**src/core/dc_sync_consts.vh**
```
/*
 Constants for the local-cycle synchroniser: register offsets, field
 layouts, codes and the clock rate.
 Assumes it is included by bare name from the design file.
*/
// What this block does
// - Every primary sync pulse starts a new local processing cycle.
// - Frame handling must finish before the next primary sync pulse arrives.
// - Without shifting both sync type entries report 0x02, locked to the primary pulse.
// - Output cycle time reads the 32-bit primary pulse period register at 0x9a0.
// - Supported types bits 3:2 read 01, plain distributed-clock operation.
// - The input set returns the output set's cycle, types, minimum, get-cycle and counters.
// - The sync error flag exists because the missed-event counter is built.
// - Output-valid is delayed by the local shift time, or by the secondary pulse for type 0x03.
// - Output shift counts from the primary pulse; secondary mode waits for its pulse.
// - Input latch is delayed by its shift time, or by the secondary pulse for type 0x03.
// - A cycle-too-small counter is kept; missed-event and toggle-failed counters too.
// - The get-cycle-time entry is writable and read back.
// - Supported types bits 5:4 show 00 no shift, 01 local timer, 10 secondary pulse.
`ifndef DC_SYNC_CONSTS_VH
`define DC_SYNC_CONSTS_VH

// ==========================================================
// clock
`define CLK_PERIOD_NS 32'd4

// ==========================================================
// register map
`define SET_MASK 12'hf00
`define OUT_BASE 12'h000
`define IN_BASE 12'h100
`define SUB_MASK 12'h0ff
`define SUB_SYNC_TYPE 12'h004
`define SUB_CYCLE 12'h008
`define SUB_SHIFT 12'h00c
`define SUB_TYPES 12'h010
`define SUB_MIN_CYCLE 12'h014
`define SUB_CALC_COPY 12'h018
`define SUB_GET_CYCLE 12'h020
`define SUB_DELAY 12'h024
`define SUB_TOO_SMALL 12'h02c
`define SUB_MISSED 12'h030
`define SUB_TOGGLE 12'h038
`define SUB_SYNC_ERR 12'h080
`define IRQ_STATUS 12'h200
`define IRQ_ENABLE 12'h204
`define IRQ_CLEAR 12'h208
`define PERIOD_ADDR 12'h9a0

// ==========================================================
// codes and fields
`define TYPE_PRIMARY 16'h0002
`define TYPE_SECONDARY 16'h0003
`define TYPES_DC 16'h0004
`define SHIFT_NONE 2'b00
`define SHIFT_TIMER 2'b01
`define SHIFT_SECONDARY 2'b10
`define IRQ_W 3
`define IRQ_CYCLE 0
`define IRQ_MISSED 1
`define IRQ_TOO_SMALL 2
`define RESP_OKAY 2'b00
`define RESP_SLVERR 2'b10

`endif

```
**src/core/dc_sync_local_cycle.v**
```verilog
/*
 Local process-data cycle synchroniser with an AXI4-Lite register slave.
 Assumes sync pulses and frame_done are one-cycle pulses synchronous to
 core_clk, and that the master runs one read and one write at a time.
*/
`timescale 1ns/1ps
`default_nettype none
`include "dc_sync_consts.vh"

module dc_sync_local_cycle #(
    parameter ADDR_W = 12,
    parameter [31:0] MIN_CYCLE_NS = 32'd100000,
    parameter [31:0] CALC_COPY_NS = 32'd10000,
    parameter [31:0] DELAY_NS = 32'd1000
) (
    input wire core_clk,
    input wire srst,
    input wire [ADDR_W-1:0] s_axi_awaddr,
    input wire s_axi_awvalid,
    output reg s_axi_awready,
    input wire [31:0] s_axi_wdata,
    input wire [3:0] s_axi_wstrb,
    input wire s_axi_wvalid,
    output reg s_axi_wready,
    output reg [1:0] s_axi_bresp,
    output reg s_axi_bvalid,
    input wire s_axi_bready,
    input wire [ADDR_W-1:0] s_axi_araddr,
    input wire s_axi_arvalid,
    output reg s_axi_arready,
    output reg [31:0] s_axi_rdata,
    output reg [1:0] s_axi_rresp,
    output reg s_axi_rvalid,
    input wire s_axi_rready,
    input wire primary_sync_pulse,
    input wire secondary_sync_pulse,
    input wire frame_done,
    input wire toggle_fail,
    output reg cycle_start,
    output reg cycle_busy,
    output reg outputs_valid,
    output reg input_latch,
    output reg irq
);

    // ==========================================================
    // helpers

    // counters stick at full scale rather than wrap to a small value
    function [15:0] sat_inc;
        input [15:0] v;
        begin
            sat_inc = (v == 16'hffff) ? v : v + 16'h0001;
        end
    endfunction

    // byte-lane merge of a write into a stored word
    function [31:0] merge;
        input [31:0] old;
        input [31:0] wd;
        input [3:0] be;
        integer i;
        begin
            merge = old;
            for (i = 0; i < 4; i = i + 1) begin
                if (be[i])
                    merge[i*8 +: 8] = wd[i*8 +: 8];
            end
        end
    endfunction

    // ==========================================================
    // state

    reg [31:0] period_q;
    reg [15:0] out_type_q;
    reg [15:0] in_type_q;
    reg [31:0] out_shift_q;
    reg [31:0] in_shift_q;
    reg [15:0] get_cycle_q;
    reg [15:0] too_small_q;
    reg [15:0] missed_q;
    reg [15:0] toggle_q;
    reg sync_err_q;
    reg [31:0] elapsed_q;
    reg seen_pulse_q;
    reg out_pend_q;
    reg in_pend_q;
    reg [`IRQ_W-1:0] irq_stat_q;
    reg [`IRQ_W-1:0] irq_en_q;
    reg aw_full_q;
    reg w_full_q;
    reg [ADDR_W-1:0] awaddr_q;
    reg [31:0] wdata_q;
    reg [3:0] wstrb_q;

    wire [11:0] waddr = awaddr_q[11:0];
    wire [11:0] raddr = s_axi_araddr[11:0];
    wire do_write = aw_full_q && w_full_q && !s_axi_bvalid;
    wire do_read = s_axi_arvalid && s_axi_arready;

    // ==========================================================
    // derived fields

    // shift setting shown to the master follows the live configuration
    reg [1:0] shift_mode;
    always @* begin
        if (out_type_q == `TYPE_SECONDARY || in_type_q == `TYPE_SECONDARY)
            shift_mode = `SHIFT_SECONDARY;
        else if (out_shift_q != 32'h0 || in_shift_q != 32'h0)
            shift_mode = `SHIFT_TIMER;
        else
            shift_mode = `SHIFT_NONE;
    end

    wire [15:0] types_word = `TYPES_DC | {10'h000, shift_mode, 4'h0};

    // elapsed time of the cycle that a pulse now closes
    wire [31:0] cycle_ns = elapsed_q + `CLK_PERIOD_NS;

    // ==========================================================
    // register decode

    function map_hit;
        input [11:0] a;
        input is_wr;
        reg [11:0] s;
        begin
            s = a & `SUB_MASK;
            map_hit = 1'b0;
            if ((a & `SET_MASK) == `OUT_BASE || (a & `SET_MASK) == `IN_BASE) begin
                case (s)
                    `SUB_SYNC_TYPE, `SUB_SHIFT, `SUB_GET_CYCLE: map_hit = 1'b1;
                    `SUB_CYCLE, `SUB_TYPES, `SUB_MIN_CYCLE, `SUB_CALC_COPY,
                    `SUB_DELAY, `SUB_TOO_SMALL, `SUB_MISSED, `SUB_TOGGLE,
                    `SUB_SYNC_ERR: map_hit = !is_wr;
                    default: map_hit = 1'b0;
                endcase
            end else begin
                case (a)
                    `PERIOD_ADDR, `IRQ_ENABLE: map_hit = 1'b1;
                    `IRQ_STATUS: map_hit = !is_wr;
                    `IRQ_CLEAR: map_hit = 1'b1;
                    default: map_hit = 1'b0;
                endcase
            end
        end
    endfunction

    // read mux; the input set mirrors the shared entries of the output set
    reg [31:0] rd_word;
    reg rd_in;
    always @* begin
        rd_in = ((raddr & `SET_MASK) == `IN_BASE);
        rd_word = 32'h0;
        if (rd_in || (raddr & `SET_MASK) == `OUT_BASE) begin
            case (raddr & `SUB_MASK)
                `SUB_SYNC_TYPE: rd_word = {16'h0, rd_in ? in_type_q : out_type_q};
                `SUB_CYCLE: rd_word = period_q;
                `SUB_SHIFT: rd_word = rd_in ? in_shift_q : out_shift_q;
                `SUB_TYPES: rd_word = {16'h0, types_word};
                `SUB_MIN_CYCLE: rd_word = MIN_CYCLE_NS;
                `SUB_CALC_COPY: rd_word = CALC_COPY_NS;
                `SUB_GET_CYCLE: rd_word = {16'h0, get_cycle_q};
                `SUB_DELAY: rd_word = DELAY_NS;
                `SUB_TOO_SMALL: rd_word = {16'h0, too_small_q};
                `SUB_MISSED: rd_word = {16'h0, missed_q};
                `SUB_TOGGLE: rd_word = {16'h0, toggle_q};
                `SUB_SYNC_ERR: rd_word = {31'h0, sync_err_q};
                default: rd_word = 32'h0;
            endcase
        end else begin
            case (raddr)
                `PERIOD_ADDR: rd_word = period_q;
                `IRQ_STATUS: rd_word = {29'h0, irq_stat_q};
                `IRQ_ENABLE: rd_word = {29'h0, irq_en_q};
                default: rd_word = 32'h0;
            endcase
        end
    end

    // ==========================================================
    // axi write channel

    // address and data are caught in either order; answer follows both
    always @(posedge core_clk) begin
        if (srst) begin
            s_axi_awready <= 1'b1;
            s_axi_wready <= 1'b1;
            s_axi_bvalid <= 1'b0;
            s_axi_bresp <= `RESP_OKAY;
            aw_full_q <= 1'b0;
            w_full_q <= 1'b0;
            awaddr_q <= {ADDR_W{1'b0}};
            wdata_q <= 32'h0;
            wstrb_q <= 4'h0;
        end else begin
            if (s_axi_awvalid && s_axi_awready) begin
                aw_full_q <= 1'b1;
                awaddr_q <= s_axi_awaddr;
                s_axi_awready <= 1'b0;
            end
            if (s_axi_wvalid && s_axi_wready) begin
                w_full_q <= 1'b1;
                wdata_q <= s_axi_wdata;
                wstrb_q <= s_axi_wstrb;
                s_axi_wready <= 1'b0;
            end
            if (do_write) begin
                s_axi_bvalid <= 1'b1;
                s_axi_bresp <= map_hit(waddr, 1'b1) ? `RESP_OKAY : `RESP_SLVERR;
            end
            if (s_axi_bvalid && s_axi_bready) begin
                s_axi_bvalid <= 1'b0;
                aw_full_q <= 1'b0;
                w_full_q <= 1'b0;
                s_axi_awready <= 1'b1;
                s_axi_wready <= 1'b1;
            end
        end
    end

    // ==========================================================
    // axi read channel

    always @(posedge core_clk) begin
        if (srst) begin
            s_axi_arready <= 1'b1;
            s_axi_rvalid <= 1'b0;
            s_axi_rdata <= 32'h0;
            s_axi_rresp <= `RESP_OKAY;
        end else if (do_read) begin
            s_axi_arready <= 1'b0;
            s_axi_rvalid <= 1'b1;
            s_axi_rdata <= rd_word;
            s_axi_rresp <= map_hit(raddr, 1'b0) ? `RESP_OKAY : `RESP_SLVERR;
        end else if (s_axi_rvalid && s_axi_rready) begin
            s_axi_rvalid <= 1'b0;
            s_axi_arready <= 1'b1;
        end
    end

    // ==========================================================
    // configuration registers

    // only the two documented sync type codes are accepted
    wire [31:0] type_wr = merge(32'h0, wdata_q, wstrb_q);
    wire type_ok = (type_wr[15:0] == `TYPE_PRIMARY) || (type_wr[15:0] == `TYPE_SECONDARY);
    // get-cycle entry keeps only the low half of the merged word
    wire [31:0] gc_wr = merge({16'h0, get_cycle_q}, wdata_q, wstrb_q);
    always @(posedge core_clk) begin
        if (srst) begin
            period_q <= 32'h0;
            out_type_q <= `TYPE_PRIMARY;
            in_type_q <= `TYPE_PRIMARY;
            out_shift_q <= 32'h0;
            in_shift_q <= 32'h0;
            get_cycle_q <= 16'h0;
            irq_en_q <= {`IRQ_W{1'b0}};
        end else if (do_write) begin
            case (waddr)
                `PERIOD_ADDR: period_q <= merge(period_q, wdata_q, wstrb_q);
                `OUT_BASE | `SUB_SYNC_TYPE: if (type_ok) out_type_q <= type_wr[15:0];
                `IN_BASE | `SUB_SYNC_TYPE: if (type_ok) in_type_q <= type_wr[15:0];
                `OUT_BASE | `SUB_SHIFT: out_shift_q <= merge(out_shift_q, wdata_q, wstrb_q);
                `IN_BASE | `SUB_SHIFT: in_shift_q <= merge(in_shift_q, wdata_q, wstrb_q);
                `OUT_BASE | `SUB_GET_CYCLE,
                `IN_BASE | `SUB_GET_CYCLE:
                    get_cycle_q <= gc_wr[15:0];
                `IRQ_ENABLE: irq_en_q <= wdata_q[`IRQ_W-1:0];
                default: ;
            endcase
        end
    end

    // ==========================================================
    // local cycle timing

    // elapsed time since the last primary pulse, in ns
    always @(posedge core_clk) begin
        if (srst) begin
            elapsed_q <= 32'h0;
            seen_pulse_q <= 1'b0;
            cycle_start <= 1'b0;
            cycle_busy <= 1'b0;
        end else begin
            cycle_start <= primary_sync_pulse;
            if (primary_sync_pulse) begin
                elapsed_q <= 32'h0;
                seen_pulse_q <= 1'b1;
                cycle_busy <= 1'b1;
            end else begin
                if (elapsed_q <= 32'hffffffff - `CLK_PERIOD_NS)
                    elapsed_q <= cycle_ns;
                if (frame_done)
                    cycle_busy <= 1'b0;
            end
        end
    end

    // shifted output-valid and input-latch points
    always @(posedge core_clk) begin
        if (srst) begin
            out_pend_q <= 1'b0;
            in_pend_q <= 1'b0;
            outputs_valid <= 1'b0;
            input_latch <= 1'b0;
        end else begin
            outputs_valid <= 1'b0;
            input_latch <= 1'b0;
            if (primary_sync_pulse) begin
                out_pend_q <= 1'b1;
                in_pend_q <= 1'b1;
            end else begin
                // secondary mode waits for the secondary pulse, else the timer
                if (out_pend_q && (out_type_q == `TYPE_SECONDARY ? secondary_sync_pulse
                        : elapsed_q >= out_shift_q)) begin
                    out_pend_q <= 1'b0;
                    outputs_valid <= 1'b1;
                end
                if (in_pend_q && (in_type_q == `TYPE_SECONDARY ? secondary_sync_pulse
                        : elapsed_q >= in_shift_q)) begin
                    in_pend_q <= 1'b0;
                    input_latch <= 1'b1;
                end
            end
        end
    end

    // ==========================================================
    // error counters

    // a pulse that finds the last frame unfinished is a missed event
    wire missed_ev = primary_sync_pulse && cycle_busy && !frame_done;
    wire small_ev = primary_sync_pulse && seen_pulse_q && cycle_ns < MIN_CYCLE_NS;
    always @(posedge core_clk) begin
        if (srst) begin
            too_small_q <= 16'h0;
            missed_q <= 16'h0;
            toggle_q <= 16'h0;
            sync_err_q <= 1'b0;
        end else begin
            if (small_ev)
                too_small_q <= sat_inc(too_small_q);
            if (missed_ev)
                missed_q <= sat_inc(missed_q);
            if (toggle_fail)
                toggle_q <= sat_inc(toggle_q);
            // flag follows the most recent cycle boundary
            if (primary_sync_pulse)
                sync_err_q <= missed_ev;
        end
    end

    // ==========================================================
    // interrupts

    // set wins over a clear written in the same cycle
    wire [`IRQ_W-1:0] irq_set = {small_ev, missed_ev, primary_sync_pulse};
    wire irq_clr_wr = do_write && waddr == `IRQ_CLEAR;
    wire [`IRQ_W-1:0] irq_clr = irq_clr_wr ? wdata_q[`IRQ_W-1:0] : {`IRQ_W{1'b0}};
    wire [`IRQ_W-1:0] irq_stat_d = (irq_stat_q & ~irq_clr) | irq_set;
    always @(posedge core_clk) begin
        if (srst) begin
            irq_stat_q <= {`IRQ_W{1'b0}};
            irq <= 1'b0;
        end else begin
            irq_stat_q <= irq_stat_d;
            irq <= |(irq_stat_d & irq_en_q);
        end
    end

endmodule // dc_sync_local_cycle
`default_nettype wire

```
**config.mk**
```make
export PLATFORM = sky130hd
export DESIGN_NAME = dc_sync_local_cycle
export DESIGN_NICKNAME = d
export VERILOG_FILES = /design/src/core/dc_sync_local_cycle.v
export VERILOG_INCLUDE_DIRS = /design/src /design/src/core
export SDC_FILE = /design/constraint.sdc
export NUM_CORES = 1
export LEC_CHECK = 0
export BUFFER_PORTS_ARGS = -buffer_cell sky130_fd_sc_hd__clkbuf_2
export CAP_MARGIN = 20
export CELL_PAD_IN_SITES_DETAIL_PLACEMENT = 0
export CELL_PAD_IN_SITES_GLOBAL_PLACEMENT = 1
export CORE_MARGIN = 4
export CORE_UTILIZATION = 49
export DETAILED_ROUTE_END_ITERATION = 10
export MAX_ROUTING_LAYER = met4
export PLACE_DENSITY = 0.82
export SLEW_MARGIN = 25
export SYNTH_ARGS = -nofsm -noshare
export SYNTH_HDL_FRONTEND = slang
export SYNTH_SLANG_ARGS = --single-unit
```
**constraint.sdc**
```tcl
create_clock -name core_clk -period 9.4 [get_ports core_clk]
set_clock_uncertainty 0.05 [all_clocks]
set_input_delay 0.94 -clock core_clk [delete_from_list [all_inputs] [get_ports core_clk]]
set_output_delay 0.94 -clock core_clk [all_outputs]
set_load 0.005 [all_outputs]
```
### Yosys cells after proc, flatten, opt, wreduce, memory -nomap -nowiden

Index checks and enable logic that the tools add are counted.

* logic and storage cells: 189
* output and inout port bits: 46
* register bits after elaboration: 330

* order comparisons: 4
* muxes and demuxes: 36
* equal/unequal tests: 37
* add/sub/neg operators: 4
* reductions and logical operators: 57
* bitwise gates (word level): 7

Operators by type and width (number)
* 32-bit one-hot mux with 12 select lines: 1
* 32-bit one-hot mux with 3 select lines: 1
* 16-bit by 2-bit == test with 1-bit output, second input constant: 4
* 32-bit greater-or-equal comparator: 2
* 32-bit 2-to-1 mux: 2
* 32-bit nonzero test: 2
* 12-bit by 10-bit == test with 1-bit output, second input constant: 5
* 16-bit by 1-bit adder with 16-bit output, second input constant: 3
* 16-bit == test, second input constant: 3
* 8-bit by 6-bit == test with 1-bit output, second input constant: 6
* 3-bit AND reduction: 16
* 12-bit by 9-bit == test with 1-bit output, second input constant: 3
* 32-bit by 3-bit adder with 32-bit output, second input constant: 1
* 32-bit less-or-equal comparator, second input constant: 1
* 32-bit by 17-bit less-than comparator with 1-bit output, second input constant: 1
* 1-bit 2-to-1 mux: 25
* 12-bit == test, second input constant: 2
* 8-bit by 4-bit == test with 1-bit output, second input constant: 3
* 8-bit by 5-bit == test with 1-bit output, second input constant: 3
* 12-bit logical NOT: 2
* 8-bit by 3-bit == test with 1-bit output, second input constant: 2
* 16-bit 2-to-1 mux: 1
* 8-bit 2-to-1 mux: 2
* 1-bit logical AND: 14
* 19 further kinds: 40

### Logic depth before layout (Yosys ltp)

Gate-level depths: netlist of run 1.

* word-level depth: 9
* mapped depth: 12
* depth with buffers taken out: 10

### Worst setup path before layout of run 1

Ideal clock, no wire load.

* kind: input to register
* start: input port s_axi_araddr[1]
* end: register s_axi_rdata[22]
* setup slack: 5.884 ns
* library setup time: 0.078 ns
* required time: 9.272 ns
* buffers on the path: 3
* stages: 10
* arrival time: 3.388 ns
* cells stage by stage: clkbuf_1 nor4b_1 nand3b_1 a211oi_1 o31ai_1 clkbuf_1 o21bai_1 clkbuf_1 a211oi_1 nor3_1

* longest elaborated chain between the ends: 3

Ends and longest elaborated chain
* start, declared: line dc_sync_local_cycle.v:28 `input wire [ADDR_W-1:0] s_axi_araddr,`
* 8-bit == test, or another cell as far along: line dc_sync_local_cycle.v:157 `` case (raddr & `SUB_MASK) ``
* 32-bit one-hot mux with 12 select lines / 32-bit one-hot mux with 3 select lines (equally long branches): line dc_sync_local_cycle.v:157, dc_sync_local_cycle.v:173
* 32-bit 2-to-1 mux *: line dc_sync_local_cycle.v:156 `` if (rd_in || (raddr & `SET_MASK) == `OUT_BASE) begin ``
* end signal, assigned: line dc_sync_local_cycle.v:235 `s_axi_rdata <= rd_word;`
* end, declared: line dc_sync_local_cycle.v:31 `output reg [31:0] s_axi_rdata,`

Mark *: on every way between the ends. The rest lies on a longest branch, timed or not.
A chain may end at the register's enable or synchronous reset.

### Final worst setup path of run 1

* start: register elapsed_q[2]
* end: register too_small_q[10]

* longest elaborated chain between the ends: 4

Ends and longest elaborated chain
* start, declared: line dc_sync_local_cycle.v:85 `reg [31:0] elapsed_q;`
* start signal, assigned: line dc_sync_local_cycle.v:294 `elapsed_q <= cycle_ns;`
* 32-bit by 3-bit adder with 32-bit output (no line)
* 32-bit by 17-bit less-than comparator with 1-bit output: line dc_sync_local_cycle.v:335 `wire small_ev = primary_sync_pulse && seen_pulse_q && cycle_ns < MIN_CYCLE_NS;`
* 1-bit logical AND: line dc_sync_local_cycle.v:335
* 2-bit AND reduction (no line)
* end signal, assigned: line dc_sync_local_cycle.v:344 `too_small_q <= sat_inc(too_small_q);`
* end, declared: line dc_sync_local_cycle.v:81 `reg [15:0] too_small_q;`

No other way between the ends.

==> flow_summary.ini, run 1 <==
[pwr]
p_comb_share_pct = 5.1
internal_power_mw = 2.39
p_leak_nw = 6.53
ir_drop_mv = 0.142
clock_power_share_pct = 48.4
p_seq_share_pct = 46.4
p_sw_mw = 0.728
swShare_pct = 23.3
p_per_area_nw_per_um2 = 173

[synth]
synth_edf_count = 0
synthDistinctLibCells = 70
syn-instance-count = 2012
seq_area_frac_synth_pct = 41.0
synth_area_per_cell_um2 = 7.91
synth_area_um2 = 15900
synthFlopType = dfxtp_1
yosys_warnings = 0
ys_ff_latch = 326
async_flop_share_pct = 0

[clock_tree]
cts_hold_buf = 0
ctsLongestPathBuffers = 3
htree_levels = 2
post_cts_buffers = 0
clk_latency_ps = 530
clk_pin_slew_ps = 70
cts_tree = done
cts_sinks = 326
cts_resized = 0
root_buffer = clkbuf_16
cts_buffers = 36

[run]
drv_cap = 0

[floorplanning]
ios = 117
die_h_um = 188
die_w_um = 188
rows = 65
core_area_um2 = 31800
start_util_pct = 50.0
die-area_um2 = 35400

[drt]
viasPerCell = 5.92
wire_per_inst_um = 20.8
wl_mm = 52.7
drtAntennaViolNets = 0
num_vias = 15001
dr.first_iter.drc_count = 1539
drc = 0
drt_first_pass_iters = 5

[placement]
dp_slack_ps = 5360
portBuffers = 114
dpl-instance-area_um2 = 16800
dp_hpwl_mm = 38.3
gp_congestion = 0.952

[sta]
tns_ps = 0
grt_setup_unrepaired = no
setup_viol = 0
hold_viol = 0
worst_slew_pin_slew_ps = 1060
layout_min_cycle_time_ps = 4120
fin_ws_ps = 5280
slew_viol_final = 0
timing.fmax_mhz = 243
max_slew_margin_pct = 28.8
min_period_over_period_pct = 43.8

[setup_path]
worstPathMaxFanout = 24
r2r_start = elapsed_q[2]
worst-setup-path-type = register to register
r2r_cells = 9
r2r-end = too_small_q[10]
reg2reg_slack_ps = 5280
crit_path_end_kind = register
critPathLaunchType = register
cp.arrival_ps = 4480
required_ps = 9760

[layout]
post-route-util_pct = 56.8
area_growth_pct = 13.4
drive_gt1_share_pct = 10.5
antennaDiodeCount = 0
layout_commonest_cell = nand2_1
most-common-layout-cells = nand2_1 (361), dfxtp_1 (326), a21oi_1 (236), nor2_1 (199), clkbuf_2 (113)
final_nets = 2208
final_cell_area_um2 = 18100

[global_routing]
first_global_vias = 14277
grt_max_degree = 120
antenna_found_initial = 0
grt.total_usage_pct = 29.7
grt_overflow_total = 0
grt_pass1_wl_mm = 82.0

[worst_hold_path]
min_from = s_axi_rresp[1]
holdPathEnd = s_axi_rresp[1]
hp-class = register to register
hold_path_depth = 2

[status]
status = finished clean
cells by family after synthesis:
| family | after synthesis | synth area share [%] |
|---|---|---|
| buffers and inverters | 188 | 4.62 |
| AOI/OAI and AO/OA | 437 | 16.7 |
| adders and majority gates | 64 | 5.03 |
| xor gates and xnor gates | 53 | 2.92 |
| and+or+nand+nor | 885 | 26.0 |
| DFF | 326 | 41.0 |
| muxes | 58 | 3.68 |
| other | 1 | 0.0236 |
power by group through the flow:
stage	Combinational, mW	Sequential [mW]	Clock (mW)
after floorplan	0.0995	1.46	0
after global placement	0.158	1.48	0
after detailed placement	0.160	1.48	0
after CTS	0.161	1.45	1.53
after global routing	0.179	1.45	1.59
final	0.161	1.45	1.51
how the worst max path moves through the flow:
stage | start | end | slack (ps) | depth (start not counted)
after global routing | elapsed_q[2] | too_small_q[10] | 4950 | 9
after floorplan | s_axi_araddr[1] | s_axi_rdata[22] | 5880 | 10
after detailed placement | elapsed_q[2] | too_small_q[10] | 5360 | 9
final | elapsed_q[2] | too_small_q[10] | 5280 | 9
after CTS | elapsed_q[2] | too_small_q[10] | 5270 | 9
after global placement | s_axi_araddr[1] | s_axi_rdata[31] | 5120 | 9
per-stage QoR:
stage	cells	power (mW)	hold WS (ps)
CTS	2532	3.14	422
detailed placement	2469	1.64	410
global placement	2469	1.64	402
floorplan	2013	1.56	373
finish	2533	3.12	420
global route	2533	3.22	432
state kept, by name, summed over array words and instances (netlist names), 3 cells and up:
signal,flops
period_q,32
out_type_q,16
awaddr_q,12
elapsed_q,30
irq_stat_q,3
wstrb_q,4
get_cycle_q,16
too_small_q,16
wdata_q,32
irq_en_q,3
in_type_q,16
in_shift_q,32
s_axi_rdata,32
out_shift_q,32
toggle_q,16
missed_q,16
critical path: stages (launching register included):
cell	delay (ps)
dfxtp_1	520
ha_1	350
nand4_1	340
nor3_1	620
a31o_2	270
nand4_1	60
nand4b_1	370
or4_4	730
nor4_1	300
mux2_2	370
cells in the mapped netlist (6+ instances only):
cell type	count	share of area, %
and3_1	12	0.47
buf_1	6	0.14
inv_1	79	1.9
mux2i_1	54	3.4
xnor2_1	25	1.4
o21a_1	6	0.28
and4_1	6	0.33
nand4_1	48	1.9
a221o_1	6	0.38
a31oi_1	12	0.47
a21o_1	14	0.66
a2111oi_0	7	0.39
a21oi_1	236	7.4
or2_2	7	0.28
or4_1	9	0.42
a22oi_1	21	0.99
clkbuf_1	93	2.2
nor3_1	54	1.7
nand3b_1	6	0.28
a211oi_1	34	1.6
nand2b_1	6	0.24
o21ai_0	40	1.3
nor2_1	199	4.7
ha_1	64	5.0
a41oi_1	6	0.33
and2_1	36	1.4
o31ai_1	7	0.33
nand3_1	37	1.2
nand2_1	362	8.5
a221oi_1	11	0.61
nor4_1	43	1.7
xor2_1	28	1.5
nor2b_1	12	0.47
dfxtp_1	326	41
or3_1	24	0.94
final cells by class:
class	instances	area [um^2]
well taps	435	544
clock inverters	12	205
flip-flops and latches	326	6530
clock buffers	51	1060
fillers	3018	13700
multi-input cells	1499	8710
inverters	79	297
repair buffers	131	707
routing by layer:
| metal | global-route usage, % | wire [um] | vias to the layer above |
|---|---|---|---|
| met2 | 47.9 | 24500 | 559 |
| met1 | 39.3 | 23200 | 7114 |
| met5 | - | 0 | - |
| met3 | 3.95 | 3490 | 107 |
| met4 | 8.30 | 1470 | 0 |
| li1 | - | - | 7221 |
(Power assumes the default switching activity.)
==> run 2, diff against run 1 <==
--- a/config.mk
+++ b/config.mk
@@ -11,10 +11,10 @@
 export CELL_PAD_IN_SITES_DETAIL_PLACEMENT = 0
 export CELL_PAD_IN_SITES_GLOBAL_PLACEMENT = 1
 export CORE_MARGIN = 4
-export CORE_UTILIZATION = 49
+export CORE_UTILIZATION = 41
 export DETAILED_ROUTE_END_ITERATION = 10
 export MAX_ROUTING_LAYER = met4
-export PLACE_DENSITY = 0.82
+export PLACE_DENSITY = 0.72
 export SLEW_MARGIN = 25
 export SYNTH_ARGS = -nofsm -noshare
 export SYNTH_HDL_FRONTEND = slang
==> constraint.sdc (replaced) <==
create_clock -name core_clk -period 3.47 [get_ports core_clk]
set_clock_uncertainty 0.05 [all_clocks]
set_input_delay 0.347 -clock core_clk [delete_from_list [all_inputs] [get_ports core_clk]]
set_output_delay 0.347 -clock core_clk [all_outputs]
set_load 0.005 [all_outputs]
==> run 2 against run 1 <==
Wire length increased by 6.7%; clock power rose to 2.8 times the previous value; critical path depth fell by 1; register-to-register slack worse by 5200 ps; largest power group unchanged.
==> flow_summary.ini, run 2 (synthesis results as in run 1) <==
[clock_tree]
cts_tree = done
htree_levels = 2
clk_pin_slew_ps = 60
cts_sinks = 326
ctsLongestPathBuffers = 3
cts_buffers = 39
clk_latency_ps = 550
root_buffer = clkbuf_16

[sta]
worst_slew_pin_slew_ps = 902
layout_min_cycle_time_ps = 3350
tns_ps = 0
hold_slack_ps = 32.3
slew_viol_final = 0
timing.fmax_mhz = 299
hold_viol = 0
setup_viol = 0
fin_ws_ps = 123
max_slew_margin_pct = 39.7
min_period_over_period_pct = 96.4

[pwr]
internal_power_mw = 6.55
swShare_pct = 24.0
p_per_area_nw_per_um2 = 451
clock_power_share_pct = 48.4
p_sw_mw = 2.07
ir_drop_mv = 0.310
p_seq_share_pct = 45.3
p_leak_nw = 7.06
power.total_mw = 8.62
p_comb_share_pct = 6.3

[setup_path]
r2r_start = elapsed_q[18]
crit_chain = nand4_4 > or3_1 > nor4_1 > mux2_2 > o21a_1 > or4_2 > or3_1 > a21oi_1
critPathLaunchType = register
cpPeakStageDelay_ps = 740
crit_path_end_kind = register
reg2reg_slack_ps = 120
worst-setup-path-type = register to register
r2r_cells = 8
worstPathMaxFanout = 5
r2r-end = too_small_q[11]
cpMostUsedCell = or3_1
cp.arrival_ps = 3770
required_ps = 3890
crit_slowest_cell = or4_2

[floorplanning]
die_w_um = 205
ios = 117
rows = 71
start_util_pct = 42.0
core_area_um2 = 37900
die_h_um = 205
die-area_um2 = 42000

[placement]
dp.cells = 2606
portBuffers = 114
dp_hpwl_mm = 41.3
dpl-instance-area_um2 = 17300
dp_slack_ps = 73.0
gp_congestion = 0.936

[drt]
wl_mm = 56.2
drc = 0
viasPerCell = 5.62
dr.first_iter.drc_count = 1216
drtAntennaViolNets = 0
drt_first_pass_iters = 5
wire_per_inst_um = 20.7
num_vias = 15277

[global_routing]
grt.total_usage_pct = 26.8
grt_overflow_total = 0
first_global_vias = 14406
antenna_found_initial = 1
grt_max_degree = 87
grt_pass1_wl_mm = 85.4

[layout]
most-common-layout-cells = nand2_1 (362), dfxtp_1 (324), a21oi_1 (236), nor2_1 (199), clkbuf_2 (113)
area_growth_pct = 20.2
post-route-util_pct = 50.4
ff_latch_area_um2 = 6530
final_nets = 2321
layout_commonest_cell = nand2_1
fin_cells = 2719
multi_input_area_um2 = 8730
final_cell_area_um2 = 19100
fill_cells = 3782
antennaDiodeCount = 0
drive_gt1_share_pct = 13.1

[worst_hold_path]
holdPathEnd = wdata_q[28]
min_from = s_axi_wdata[28]
hp-class = primary input to register
hold_path_depth = 3

[run]
drv_cap = 0

[status]
status = finished clean
==> run 2: routing by layer <==
layer  global-route usage [%]  vias up  routed length [um]
met5                        -        -                   0
li1                         -     7445                   -
met3                     2.85       80                2910
met4                     7.32        0                1270
met2                     43.5      422               26200
met1                     35.9     7330               25800
==> run 2: worst max path at each step <==
| stage | from | to | slack, ps |
|---|---|---|---|
| 6_report | elapsed_q[18] | too_small_q[11] | 120 |
| 5_1_grt | elapsed_q[13] | too_small_q[13] | -2 |
| 4_1_cts | elapsed_q[18] | too_small_q[8] | 70 |
| 3_5_place_dp | elapsed_q[16] | too_small_q[8] | 70 |
| 3_3_place_gp | elapsed_q[18] | too_small_q[10] | 70 |
| 2_1_floorplan | elapsed_q[16] | too_small_q[11] | 60 |
==> run 2: layout make-up <==
class	count	area share, %
inverters	79	1.55
well taps	511	3.34
multi-input cells	1501	45.6
clock inverters	15	1.19
clock buffers	48	5.49
flip-flops and latches	326	34.1
repair buffers	239	8.65
==> run 2: timing repair <==
item                       CTS  global route
resized for setup            0             6
buffers inserted             0             3
setup endpoints to repair    0             4
hold buffers                45             0
hold endpoints to repair    45             0
==> run 2: power groups by stage <==
stage | clock network [mW] | registers (mW) | logic (mW)
detailed placement | 0 | 3.99 | 0.494
global route | 4.41 | 3.91 | 0.594
global placement | 0 | 3.99 | 0.489
floorplan | 0 | 3.96 | 0.269
finish | 4.17 | 3.91 | 0.541
CTS | 4.25 | 3.91 | 0.536
==> run 2: worst max-delay path: cells and delay by family, from the launching register on <==
family	cells	cell delay, ps
simple gates	5	2070
compound gates	2	410
mux	1	380
flops	1	370
